File: src/include/hbc_pkg.sv
// shared constants and types for the host bus control and self status registers
package hbc_pkg;

    // register byte offsets in the device register space
    localparam logic [15:0] HOST_BUS_CONTROL_OFS = 16'h0116;
    localparam logic [15:0] CHIP_SELF_STATUS_OFS = 16'h0136;
    localparam logic [15:0] PROM_COMMAND_OFS = 16'h0040;
    localparam logic [15:0] PROM_DATA_OFS = 16'h0042;

    // fixed identifier patterns and reset image
    localparam logic [5:0] CTL_ID = 6'h17;
    localparam logic [5:0] STS_ID = 6'h16;
    localparam logic [15:0] CTL_RESET = 16'h0017;
    localparam logic [15:0] ALL_ZERO = 16'h0000;

    // dma burst timing
    localparam int CLK_PERIOD_NS = 50;
    localparam int BURST_MAX_NS = 28000;
    localparam int BURST_GAP_NS = 1300;
    localparam int BURST_CYCLES = BURST_MAX_NS / CLK_PERIOD_NS;
    localparam int GAP_CYCLES = (BURST_GAP_NS + CLK_PERIOD_NS - 1) / CLK_PERIOD_NS;
    localparam int SA_HIGH_BITS = 8;

    // bus control layout, bit 15 down to bit 0
    typedef struct packed {
        logic irq_global_enable;
        logic rsv14;
        logic rx_dma_buffer_size;
        logic wait_state_disable;
        logic dma_burst_limit;
        logic memory_mode_enable;
        logic address_match_decode;
        logic dma_request_extend;
        logic rsv7;
        logic rx_dma_pointer_clear;
        logic [5:0] id;
    } host_bus_control_t;

    // self status layout, bit 15 down to bit 0
    typedef struct packed {
        logic [2:0] rsv;
        logic prom_small_size;
        logic ext_latch_decode_present;
        logic prom_checksum_good;
        logic prom_detected;
        logic serial_prom_busy;
        logic init_done_flag;
        logic low_voltage_supply_flag;
        logic [5:0] id;
    } chip_self_status_t;

    // register port request and answer
    typedef struct packed {
        logic [15:0] addr;
        logic rd;
        logic wr;
        logic [15:0] wdata;
    } reg_req_t;

    typedef struct packed {
        logic [15:0] rdata;
        logic rvalid;
    } reg_rsp_t;

    // chip-side status sources
    typedef struct packed {
        logic low_voltage;
        logic init_seq_done;
        logic prom_chip_select;
        logic prom_checksum_good;
        logic prom_small_size;
        logic ext_latch_detect;
    } prom_status_t;

    // isa cycle qualifiers
    typedef struct packed {
        logic chip_select_in_b;
        logic [SA_HIGH_BITS-1:0] sa_high;
        logic io_read;
        logic mem_read;
        logic wait_request;
    } isa_cycle_t;

    // complete state of the register bank
    typedef struct packed {
        host_bus_control_t ctl;
        logic detect_taken;
        logic prom_detected;
        logic rx_clear;
        reg_rsp_t rsp;
        logic irq;
        logic mem_sel_b;
        logic mem_sel_oe;
        logic rdy_oe;
    } bank_state_t;

endpackage

File: src/hw/host_bus_control_and_self_status.sv
// host bus control and chip self status register bank with isa side effects
`timescale 1ns/10ps
module host_bus_control_and_self_status #(
    parameter int BURST_CYCLES = hbc_pkg::BURST_CYCLES,
    parameter int GAP_CYCLES = hbc_pkg::GAP_CYCLES
) (
    // clock, reset, enable
    input wire logic clk_i,
    input wire logic rst_b_i,
    input wire logic ce_i,
    // register port
    input wire hbc_pkg::reg_req_t reg_req_i,
    output hbc_pkg::reg_rsp_t reg_rsp_o,
    // status sources and prom configuration
    input wire hbc_pkg::prom_status_t status_i,
    input wire logic prom_serial_in_i,
    input wire logic prom_cfg_valid_i,
    input wire logic [15:0] prom_cfg_data_i,
    // isa cycle and memory base
    input wire hbc_pkg::isa_cycle_t isa_i,
    input wire logic [hbc_pkg::SA_HIGH_BITS-1:0] mem_base_i,
    // wide memory select and ready pins
    output logic wide_mem_sel_b_o,
    output logic wide_mem_sel_oe_o,
    output logic io_chrdy_o,
    output logic io_chrdy_oe_o,
    // receive dma
    input wire logic rx_dma_pending_i,
    input wire logic rx_dma_last_i,
    input wire logic ior_b_i,
    input wire logic dma_acknowledge_line_b_i,
    output logic dma_request_line_o,
    output logic rx_dma_pointer_clear_o,
    output logic rx_dma_buffer_64k_o,
    // host access modes
    output logic memory_mode_o,
    output logic prom_busy_o,
    // interrupt gating
    input wire logic irq_event_i,
    output logic irq_o
);
    import hbc_pkg::*;

    bank_state_t st;
    bank_state_t next_st;
    chip_self_status_t sts;
    host_bus_control_t ctl_wr;
    host_bus_control_t ctl_img;
    logic ctl_hit;
    logic sts_hit;
    logic sa_match;
    logic dma_rd;
    logic wr_clear;

    // address decode of the two registers
    assign ctl_hit = reg_req_i.addr == HOST_BUS_CONTROL_OFS;
    assign sts_hit = reg_req_i.addr == CHIP_SELF_STATUS_OFS;
    assign sa_match = isa_i.sa_high == mem_base_i;
    assign dma_rd = ~ior_b_i & ~dma_acknowledge_line_b_i;

    // live self status image; flags are read as they stand at the read edge
    always_comb
    begin
        sts = chip_self_status_t'(ALL_ZERO);
        sts.id = STS_ID;
        sts.low_voltage_supply_flag = status_i.low_voltage;
        // detection must be taken before start-up can count as finished
        sts.init_done_flag = status_i.init_seq_done & st.detect_taken;
        sts.serial_prom_busy = status_i.prom_chip_select;
        sts.prom_detected = st.prom_detected;
        sts.prom_checksum_good = status_i.prom_checksum_good & st.prom_detected;
        sts.ext_latch_decode_present = status_i.ext_latch_detect;
        sts.prom_small_size = status_i.prom_small_size;
    end

    // write image: identifier forced, clear bit never stored
    always_comb
    begin
        ctl_wr = host_bus_control_t'(reg_req_i.wdata);
        // the reset request is taken before the stored copy drops it
        wr_clear = ctl_wr.rx_dma_pointer_clear;
        ctl_wr.id = CTL_ID;
        ctl_wr.rx_dma_pointer_clear = 1'b0;
        ctl_wr.rsv7 = 1'b0;
        ctl_wr.rsv14 = 1'b0;
        ctl_img = st.ctl;
        ctl_img.id = CTL_ID;
    end

    // next state of the bank
    always_comb
    begin
        next_st = st;
        next_st.rx_clear = 1'b0;
        next_st.rsp.rvalid = 1'b0;

        // first enabled edge after release takes the serial input
        if (!st.detect_taken)
        begin
            next_st.detect_taken = 1'b1;
            next_st.prom_detected = prom_serial_in_i;
        end

        // prom-held initial value replaces the reset image
        if (prom_cfg_valid_i && st.prom_detected)
        begin
            next_st.ctl = host_bus_control_t'(prom_cfg_data_i);
            next_st.ctl.id = CTL_ID;
            next_st.ctl.rx_dma_pointer_clear = 1'b0;
            next_st.ctl.rsv7 = 1'b0;
            next_st.ctl.rsv14 = 1'b0;
        end

        // host write; a write to the status offset changes nothing
        if (reg_req_i.wr && ctl_hit)
        begin
            next_st.ctl = ctl_wr;
            // one-cycle pulse aborts dma, flushes buffers, zeroes the pointer
            next_st.rx_clear = wr_clear;
        end
        // sts_hit writes fall through with no effect

        // host read, answered one cycle later; unmapped reads return zero
        if (reg_req_i.rd)
        begin
            next_st.rsp.rvalid = 1'b1;
            if (ctl_hit)
                next_st.rsp.rdata = 16'(ctl_img);
            else if (sts_hit)
                next_st.rsp.rdata = 16'(sts);
            else
                next_st.rsp.rdata = ALL_ZERO;
        end

        // interrupt only while globally enabled
        next_st.irq = irq_event_i & st.ctl.irq_global_enable;

        // wide memory select, driven only in memory mode
        next_st.mem_sel_oe = st.ctl.memory_mode_enable;
        if (st.ctl.address_match_decode)
            next_st.mem_sel_b = ~(st.ctl.memory_mode_enable & ~isa_i.chip_select_in_b
                & sa_match);
        else
            next_st.mem_sel_b = ~(st.ctl.memory_mode_enable & ~isa_i.chip_select_in_b);

        // ready pulled low only on i/o or memory reads, never during dma
        next_st.rdy_oe = ~st.ctl.wait_state_disable & isa_i.wait_request
            & (isa_i.io_read | isa_i.mem_read) & dma_acknowledge_line_b_i;
    end

    // state register; the enable freezes everything
    always_ff @(posedge clk_i or negedge rst_b_i)
    begin
        if (!rst_b_i)
        begin
            st <= '0;
            st.ctl <= host_bus_control_t'(CTL_RESET);
            st.mem_sel_b <= 1'b1;
        end
        else if (ce_i)
        begin
            st <= next_st;
        end
    end

    // request timing lives in its own counter block
    dma_request_pacer #(
        .BURST_CYCLES(BURST_CYCLES),
        .GAP_CYCLES(GAP_CYCLES)
    ) u_pacer (
        .clk_i(clk_i),
        .rst_b_i(rst_b_i),
        .ce_i(ce_i),
        .extend_i(st.ctl.dma_request_extend),
        .burst_limit_i(st.ctl.dma_burst_limit),
        .abort_i(st.rx_clear),
        .pending_i(rx_dma_pending_i),
        .last_i(rx_dma_last_i),
        .dma_rd_i(dma_rd),
        .drq_o(dma_request_line_o)
    );

    // outputs
    assign reg_rsp_o = st.rsp;
    assign wide_mem_sel_b_o = st.mem_sel_b;
    assign wide_mem_sel_oe_o = st.mem_sel_oe;
    assign io_chrdy_o = 1'b0; // open drain: only ever pulls low
    assign io_chrdy_oe_o = st.rdy_oe;
    assign rx_dma_pointer_clear_o = st.rx_clear;
    assign rx_dma_buffer_64k_o = st.ctl.rx_dma_buffer_size;
    assign memory_mode_o = st.ctl.memory_mode_enable;
    assign prom_busy_o = status_i.prom_chip_select;
    assign irq_o = st.irq;
endmodule

File: src/hw/dma_request_pacer.sv
// dma request timing: demand or single transfer, optional burst limit
`timescale 1ns/10ps
module dma_request_pacer #(
    parameter int BURST_CYCLES = 560,
    parameter int GAP_CYCLES = 26
) (
    // clock, reset, enable
    input wire logic clk_i,
    input wire logic rst_b_i,
    input wire logic ce_i,
    // control
    input wire logic extend_i,
    input wire logic burst_limit_i,
    input wire logic abort_i,
    // receive side and host strobe
    input wire logic pending_i,
    input wire logic last_i,
    input wire logic dma_rd_i,
    output logic drq_o
);
    import hbc_pkg::*;

    localparam int BW = $clog2(BURST_CYCLES + 1);
    localparam int GW = $clog2(GAP_CYCLES + 1);

    // refuse counts the counters cannot serve
    if (BURST_CYCLES < 2 || GAP_CYCLES < 1) begin : g_bad
        $error("dma_request_pacer: burst or gap count out of range");
    end

    typedef struct packed {
        logic drq;
        logic rd_q;
        logic [BW-1:0] burst;
        logic [GW-1:0] gap;
    } pacer_state_t;

    pacer_state_t st;
    pacer_state_t next_st;
    logic rd_start;
    logic rd_end;

    // strobe edges; the strobe is synchronous to clk_i
    assign rd_start = dma_rd_i & ~st.rd_q;
    assign rd_end = ~dma_rd_i & st.rd_q;

    // request sequencing
    always_comb
    begin
        next_st = st;
        next_st.rd_q = dma_rd_i;
        if (abort_i)
        begin
            next_st.drq = 1'b0;
            next_st.burst = '0;
            next_st.gap = '0;
        end
        else if (st.gap != '0)
        begin
            next_st.gap = st.gap - GW'(1);
        end
        else if (st.drq)
        begin
            next_st.burst = burst_limit_i ? st.burst + BW'(1) : '0;
            if (burst_limit_i && st.burst == BW'(BURST_CYCLES - 1))
            begin
                // bus is handed back for the gap time
                next_st.drq = 1'b0;
                next_st.burst = '0;
                next_st.gap = GW'(GAP_CYCLES);
            end
            else if (extend_i && rd_start)
                next_st.drq = 1'b0;
            else if (!extend_i && rd_end && last_i)
                next_st.drq = 1'b0;
            else if (!pending_i)
                next_st.drq = 1'b0;
        end
        else if (pending_i && !dma_rd_i)
        begin
            // wait for the strobe to clear so one read is never counted twice
            next_st.drq = 1'b1;
            next_st.burst = '0;
        end
    end

    // state register
    always_ff @(posedge clk_i or negedge rst_b_i)
    begin
        if (!rst_b_i)
            st <= '0;
        else if (ce_i)
            st <= next_st;
    end

    assign drq_o = st.drq;
endmodule

File: config.mk
export PLATFORM = sky130hd
export DESIGN_NAME = host_bus_control_and_self_status
export DESIGN_NICKNAME = d
export VERILOG_FILES = /design/src/include/hbc_pkg.sv /design/src/hw/host_bus_control_and_self_status.sv /design/src/hw/dma_request_pacer.sv
export SDC_FILE = /design/constraint.sdc
export NUM_CORES = 1
export LEC_CHECK = 0
export ABC_CLOCK_PERIOD_IN_PS = 1800
export BUFFER_PORTS_ARGS = -buffer_cell sky130_fd_sc_hd__buf_4
export CAP_MARGIN = 10
export CORE_MARGIN = 2
export CORE_UTILIZATION = 43
export DETAILED_ROUTE_END_ITERATION = 10
export PLACE_DENSITY = 0.77
export SETUP_SLACK_MARGIN = 0.2
export SLEW_MARGIN = 5
export SYNTH_ARGS = -nofsm -noshare
export SYNTH_HDL_FRONTEND = slang
export SYNTH_SLANG_ARGS = --single-unit
File: constraint.sdc
create_clock -name clk_i -period 1.8 [get_ports clk_i]
set_clock_uncertainty 0.2 [all_clocks]
set_input_delay 0.36 -clock clk_i [delete_from_list [all_inputs] [get_ports clk_i]]
set_output_delay 0.36 -clock clk_i [all_outputs]
set_load 0.02 [all_outputs]
After elaboration in Yosys (flattened, before gate mapping)
Cells that the tools add are included.
{"block": "totals", "reg_bits": 51, "inputBits": 86, "out_inout_bits": 27, "word_cells": 94}
{"block": "classes", "n_addsub": 2, "eq_ne": 5, "n_mux": 23, "bitwise_logic": 21, "reduce_logical": 20}
{"op": "16-bit 2-to-1 mux", "count": 3}
{"op": "10-bit 2-to-1 mux", "count": 4}
{"op": "16-bit by 9-bit == test with 1-bit output (second input constant)", "count": 2}
{"op": "15-bit 2-to-1 mux", "count": 2}
{"op": "13-bit 2-to-1 mux", "count": 1}
{"op": "1-bit AND", "count": 11}
{"op": "1-bit 2-to-1 mux", "count": 11}
{"op": "10-bit by 1-bit adder with 10-bit output (second input constant)", "count": 1}
{"op": "10-bit == test (second input constant)", "count": 1}
{"op": "5-bit 2-to-1 mux", "count": 2}
{"op": "1-bit NOT", "count": 9}
{"op": "3-bit nonzero test", "count": 3}
{"op": "8-bit == test", "count": 1}
{"op": "2-bit AND reduction", "count": 4}
{"op": "1-bit logical AND", "count": 7}
{"op": "3-bit AND reduction", "count": 2}
{"op": "5-bit nonzero test", "count": 1}
{"op": "5-bit by 1-bit subtractor with 5-bit output (second input constant)", "count": 1}
{"op": "1-bit zero test", "count": 2}
{"op": "2-bit != test (second input constant)", "count": 1}
{"op": "2-bit nonzero test", "count": 1}
{"op": "1-bit bitwise OR", "count": 1}

Logic depth before layout (Yosys ltp)
{"block": "logic_depth", "ltp_word": 12, "depth_mapped": 6, "depth_no_buf": 6}

Modules after synthesis
From an unflattened synthesis, not the netlist that was laid out.
{"block": "unflattened", "cells_unflattened": 254, "area_unflattened_um2": 2493.6}
{"module": "host_bus_control_and_self_status", "n_inst": 1, "cells_per_inst": 144, "area_per_inst_um2": 1475.2, "seq_area_each_um2": 651.9}
{"module": "dma_request_pacer", "n_inst": 1, "cells_per_inst": 110, "area_per_inst_um2": 1018.5, "seq_area_each_um2": 425.4}

Worst setup path before layout
OpenSTA, ideal clock, no wires.
{"block": "synth_timing", "kind": "register -> register", "start": "register u_pacer.st[0] (netlist bit)", "end": "register u_pacer.st (netlist bit u_pacer.drq_o)", "setup_ns": 0.121, "t_arrival_ns": 1.525, "required_time_ns": 1.479, "setup_slack_ns": -0.046, "path_stages_with_launch": 7, "n_path_buf": 0, "synth_period_minus_slack_ns": 1.846, "path_cell_list": "dfrtp_1 -> inv_1 -> ha_1 -> or4b_4 -> a21oi_2 -> o21ai_1 -> a22o_1"}
{"block": "synth_via", "elab_chain_cells": 3}
{"item": "from (decl)", "line": "dma_request_pacer.sv:38", "text": "pacer_state_t st;"}
{"item": "from (signal assigned)", "line": "dma_request_pacer.sv:93", "text": "st <= next_st;"}
{"item": "5-bit nonzero test", "line": "dma_request_pacer.sv:58", "text": "else if (st.gap != '0)"}
{"item": "2-bit != test (no source line)"}
{"item": "2-bit AND reduction (no source line)"}
No other way between the ends.
A chain may end at the register's enable or synchronous reset.

Worst setup path in the final report
{"block": "layout_timing", "start": "register u_pacer.st[1] (netlist bit)", "end": "register u_pacer.st[8] (netlist bit)"}
{"block": "layout_via", "elab_chain_cells": 3}
{"item": "5-bit nonzero test", "line": "dma_request_pacer.sv:58"}
{"item": "2-bit != test (no source line)"}
{"item": "3-bit AND reduction (no source line)"}
No other way between the ends.

==> metrics <==
WL final ~7000 um; Via density between 5 and 6; Storage cell area around 0.0011 mm^2; synth top area cells dfrtp_1 (41%), buf_4 (5.5%), o21ai_0 (4.9%); CTS tree yes; Routed WL per cell about 16 um; routed vias 2355; dpl ws -94.0 ps; Arrival @ worst endpoint 1880 ps; Netlist cell types 59; Post-Syn Area between 0.002 and 0.003 mm^2; area grow syn2layout 40.3%; Die W ~81 um; count leader, synth dfrtp_1; vias in the first global route roughly 2300; row count 28; total grt overflow 0; Clk Latency, worst-skew pair 300 ps; Die Area roughly 0.0066 mm^2; initial antenna violation count 0; worst setup margin -96.3 ps; boundary pin count 113; # diodes 0; fillers 507; Inst Count DP between 400 and 500; # DRC 0; setup TNS -668 ps; fmax between 500 and 600 MHz; Worst Hold Class input port to flop; starting density of the core 0.439; Required @ worst endpoint 1790 ps; Syn Inst Count between 200 and 300; Max rail drop VDD 0.379 mV; GPL Wtd Cong ~0.86; Starting DRT DRC Count 87; Num CTS Buffers 5; failing checks negative setup slack; syn avg cell area between 10 and 15 um^2; Hold WS about 87 ps; dpl hpwl 5070 um; Pre-antenna DRT Iters 4; count of pins over their slew limit 0; largest net degree at the start of global routing 44; Seq cells post-synth 43; WS Path Type flop to flop; max cap viols 0; Period Utilization, post-route 1.05; Tightest Pin Transition 564 ps; chip height ~80 um; Root Driver clkbuf_8; core area 0.00585 mm^2; PD cells ~830 mW/mm^2; most area-hungry cell type in the Yosys netlist dfrtp_1; top cells by count, synth dfrtp_1 (42), o21ai_0 (25), buf_4 (19); prevailing post-synth register cell dfrtp_1; Synth top area share 0.409; IO Port Bufs 91; global-route wire length before repair approximately 11000 um; clock period minus worst slack approximately 1900 ps; CTS H-tree depth 2; crit path capture type flop; Sink Count 43; clk slew on worst S/H paths roughly 80 ps; nature of the critical path startpoint flop; Syn. warnings 0; Leak Pwr 1.71 nW; number of synthesized flops with an enable pin 0; Layout Cells excl Fill between 400 and 500; final setup fails 14; # nets final 443; register area share after synthesis 0.419; RSZ-0062 raised after global routing yes; run status finished with violations; Multi-input gate area about 0.0014 mm^2; Total GRT Usage 0.210; Hold Fails Final Rpt 0; Max Root-Sink Buffers 2; ys async rst share 1.00; Slew HR 0.624; CP max FO 5; final antenna-violating net count 0; fraction of layout cells with a size suffix above 1 0.475; Core Util, Final 0.617
## registers in the layout (all words and copies together) (netlist names)
signal,cells
reg_rsp_o,12
rx_dma_pointer_clear_o,1
u_pacer.st,16
io_chrdy_oe_o,1
rx_dma_buffer_64k_o,1
wide_mem_sel_oe_o,1
ctl_img,5
st,2
irq_o,1
wide_mem_sel_b_o,1
u_pacer.drq_o,1
memory_mode_o,1
## final cells by class
class                           instances  share of cell area
Multi-Input combinational cell        179               0.389
Sequential cell                        43               0.299
Timing Repair Buffer                  117               0.254
Clock inverter                          3             0.00416
Inverter                                9             0.00936
Clock buffer                            5              0.0191
Tap cell                               75              0.0260
## placed cells by master, fill, tap and decap left out, types with 5 or more instances in the layout
master    netlist  final
o21ai_2         5     11
o21ai_1         2      5
clkbuf_8        0      5
o221a_1         7      7
buf_4          19    109
dfrtp_1        42     42
nor2_1         15     15
nor2b_1         9      9
nand3_1         6      5
nand2_1        14     14
inv_1           9      7
nand4_1         6      6
xnor2_1         8      8
buf_6           2      6
a22o_1         11     11
o21ai_0        25     16
## worst max-delay path: stages (launching register included)
cell      delay [ps]
dfrtp_1          370
inv_2             60
ha_4             160
nor4b_4          130
buf_4            160
o221ai_4         300
nor2_4            90
a221o_1          310
## per-layer routing
metal	part of all wire	up-vias	routed length [um]	GRT usage
met5	0	-	0	0
met4	0.027	0	184	0.102
met3	0.042	15	286	0.0322
met2	0.53	65	3580	0.359
met1	0.41	1153	2760	0.258
li1	-	1122	-	-
## stage by stage
step                total power (W)  instance area [um^2]
finish                      0.00299                  3610
global route                0.00318                  3610
CTS                         0.00289                  3510
detailed placement          0.00218                  3340
global placement            0.00215                  3340
floorplan                   0.00175                  2600
## path summary, 6_finish.rpt
| check | startpoint | end | slack [ps] | depth (start not counted) |
|---|---|---|---|---|
| worst max register to register | u_pacer.st[1] | u_pacer.st[8] | -100 | 7 |
| min in group asynchronous | rst_b_i | wide_mem_sel_oe_o | 400 | 2 |
| worst min register to register | reg_rsp_o[9] | reg_rsp_o[9] | 290 | 2 |
| worst min-delay path | prom_serial_in_i | st[22] | 90 | 3 |
| max in group asynchronous | rst_b_i | u_pacer.st[15] | 620 | 2 |
| worst max-delay path | u_pacer.st[1] | u_pacer.st[8] | -100 | 7 |
## timing repair
item | CTS | global route
pin swaps | 10 | 18
endpoints found under the setup margin | 16 | 24
gates resized for setup | 9 | 16
buffers inserted | 3 | 5
hold buffers | 1 | 0
cloned | 1 | 0
endpoints found under the hold margin | 42 | 0
## power breakdown
group / switching, W / internal [W] / total, W / leakage (nW)
combinational: 0.000528 / 0.000636 / 0.00116 / 1.11
clock: 0.000343 / 0.000266 / 0.000609 / 0.0477
sequential: 0.000126 / 0.00110 / 0.00122 / 0.556
total: 0.000997 / 0.00200 / 0.00299 / 1.71
## cell families (layout without fill, tap and decap cells)
kind of cell	Yosys count	in the layout	synth area share
AO/OA/AOI/OAI	72	72	0.211
XOR/XNOR	8	8	0.0273
adder cells (fa/ha/maj)	2	2	0.00973
buffers and inverters	34	134	0.0837
flip-flops	43	43	0.419
multiplexers	6	6	0.0243
other	1	4	0.00146
AND/OR/NAND/NOR	86	87	0.223
Power figures use the tool's default switching activity.
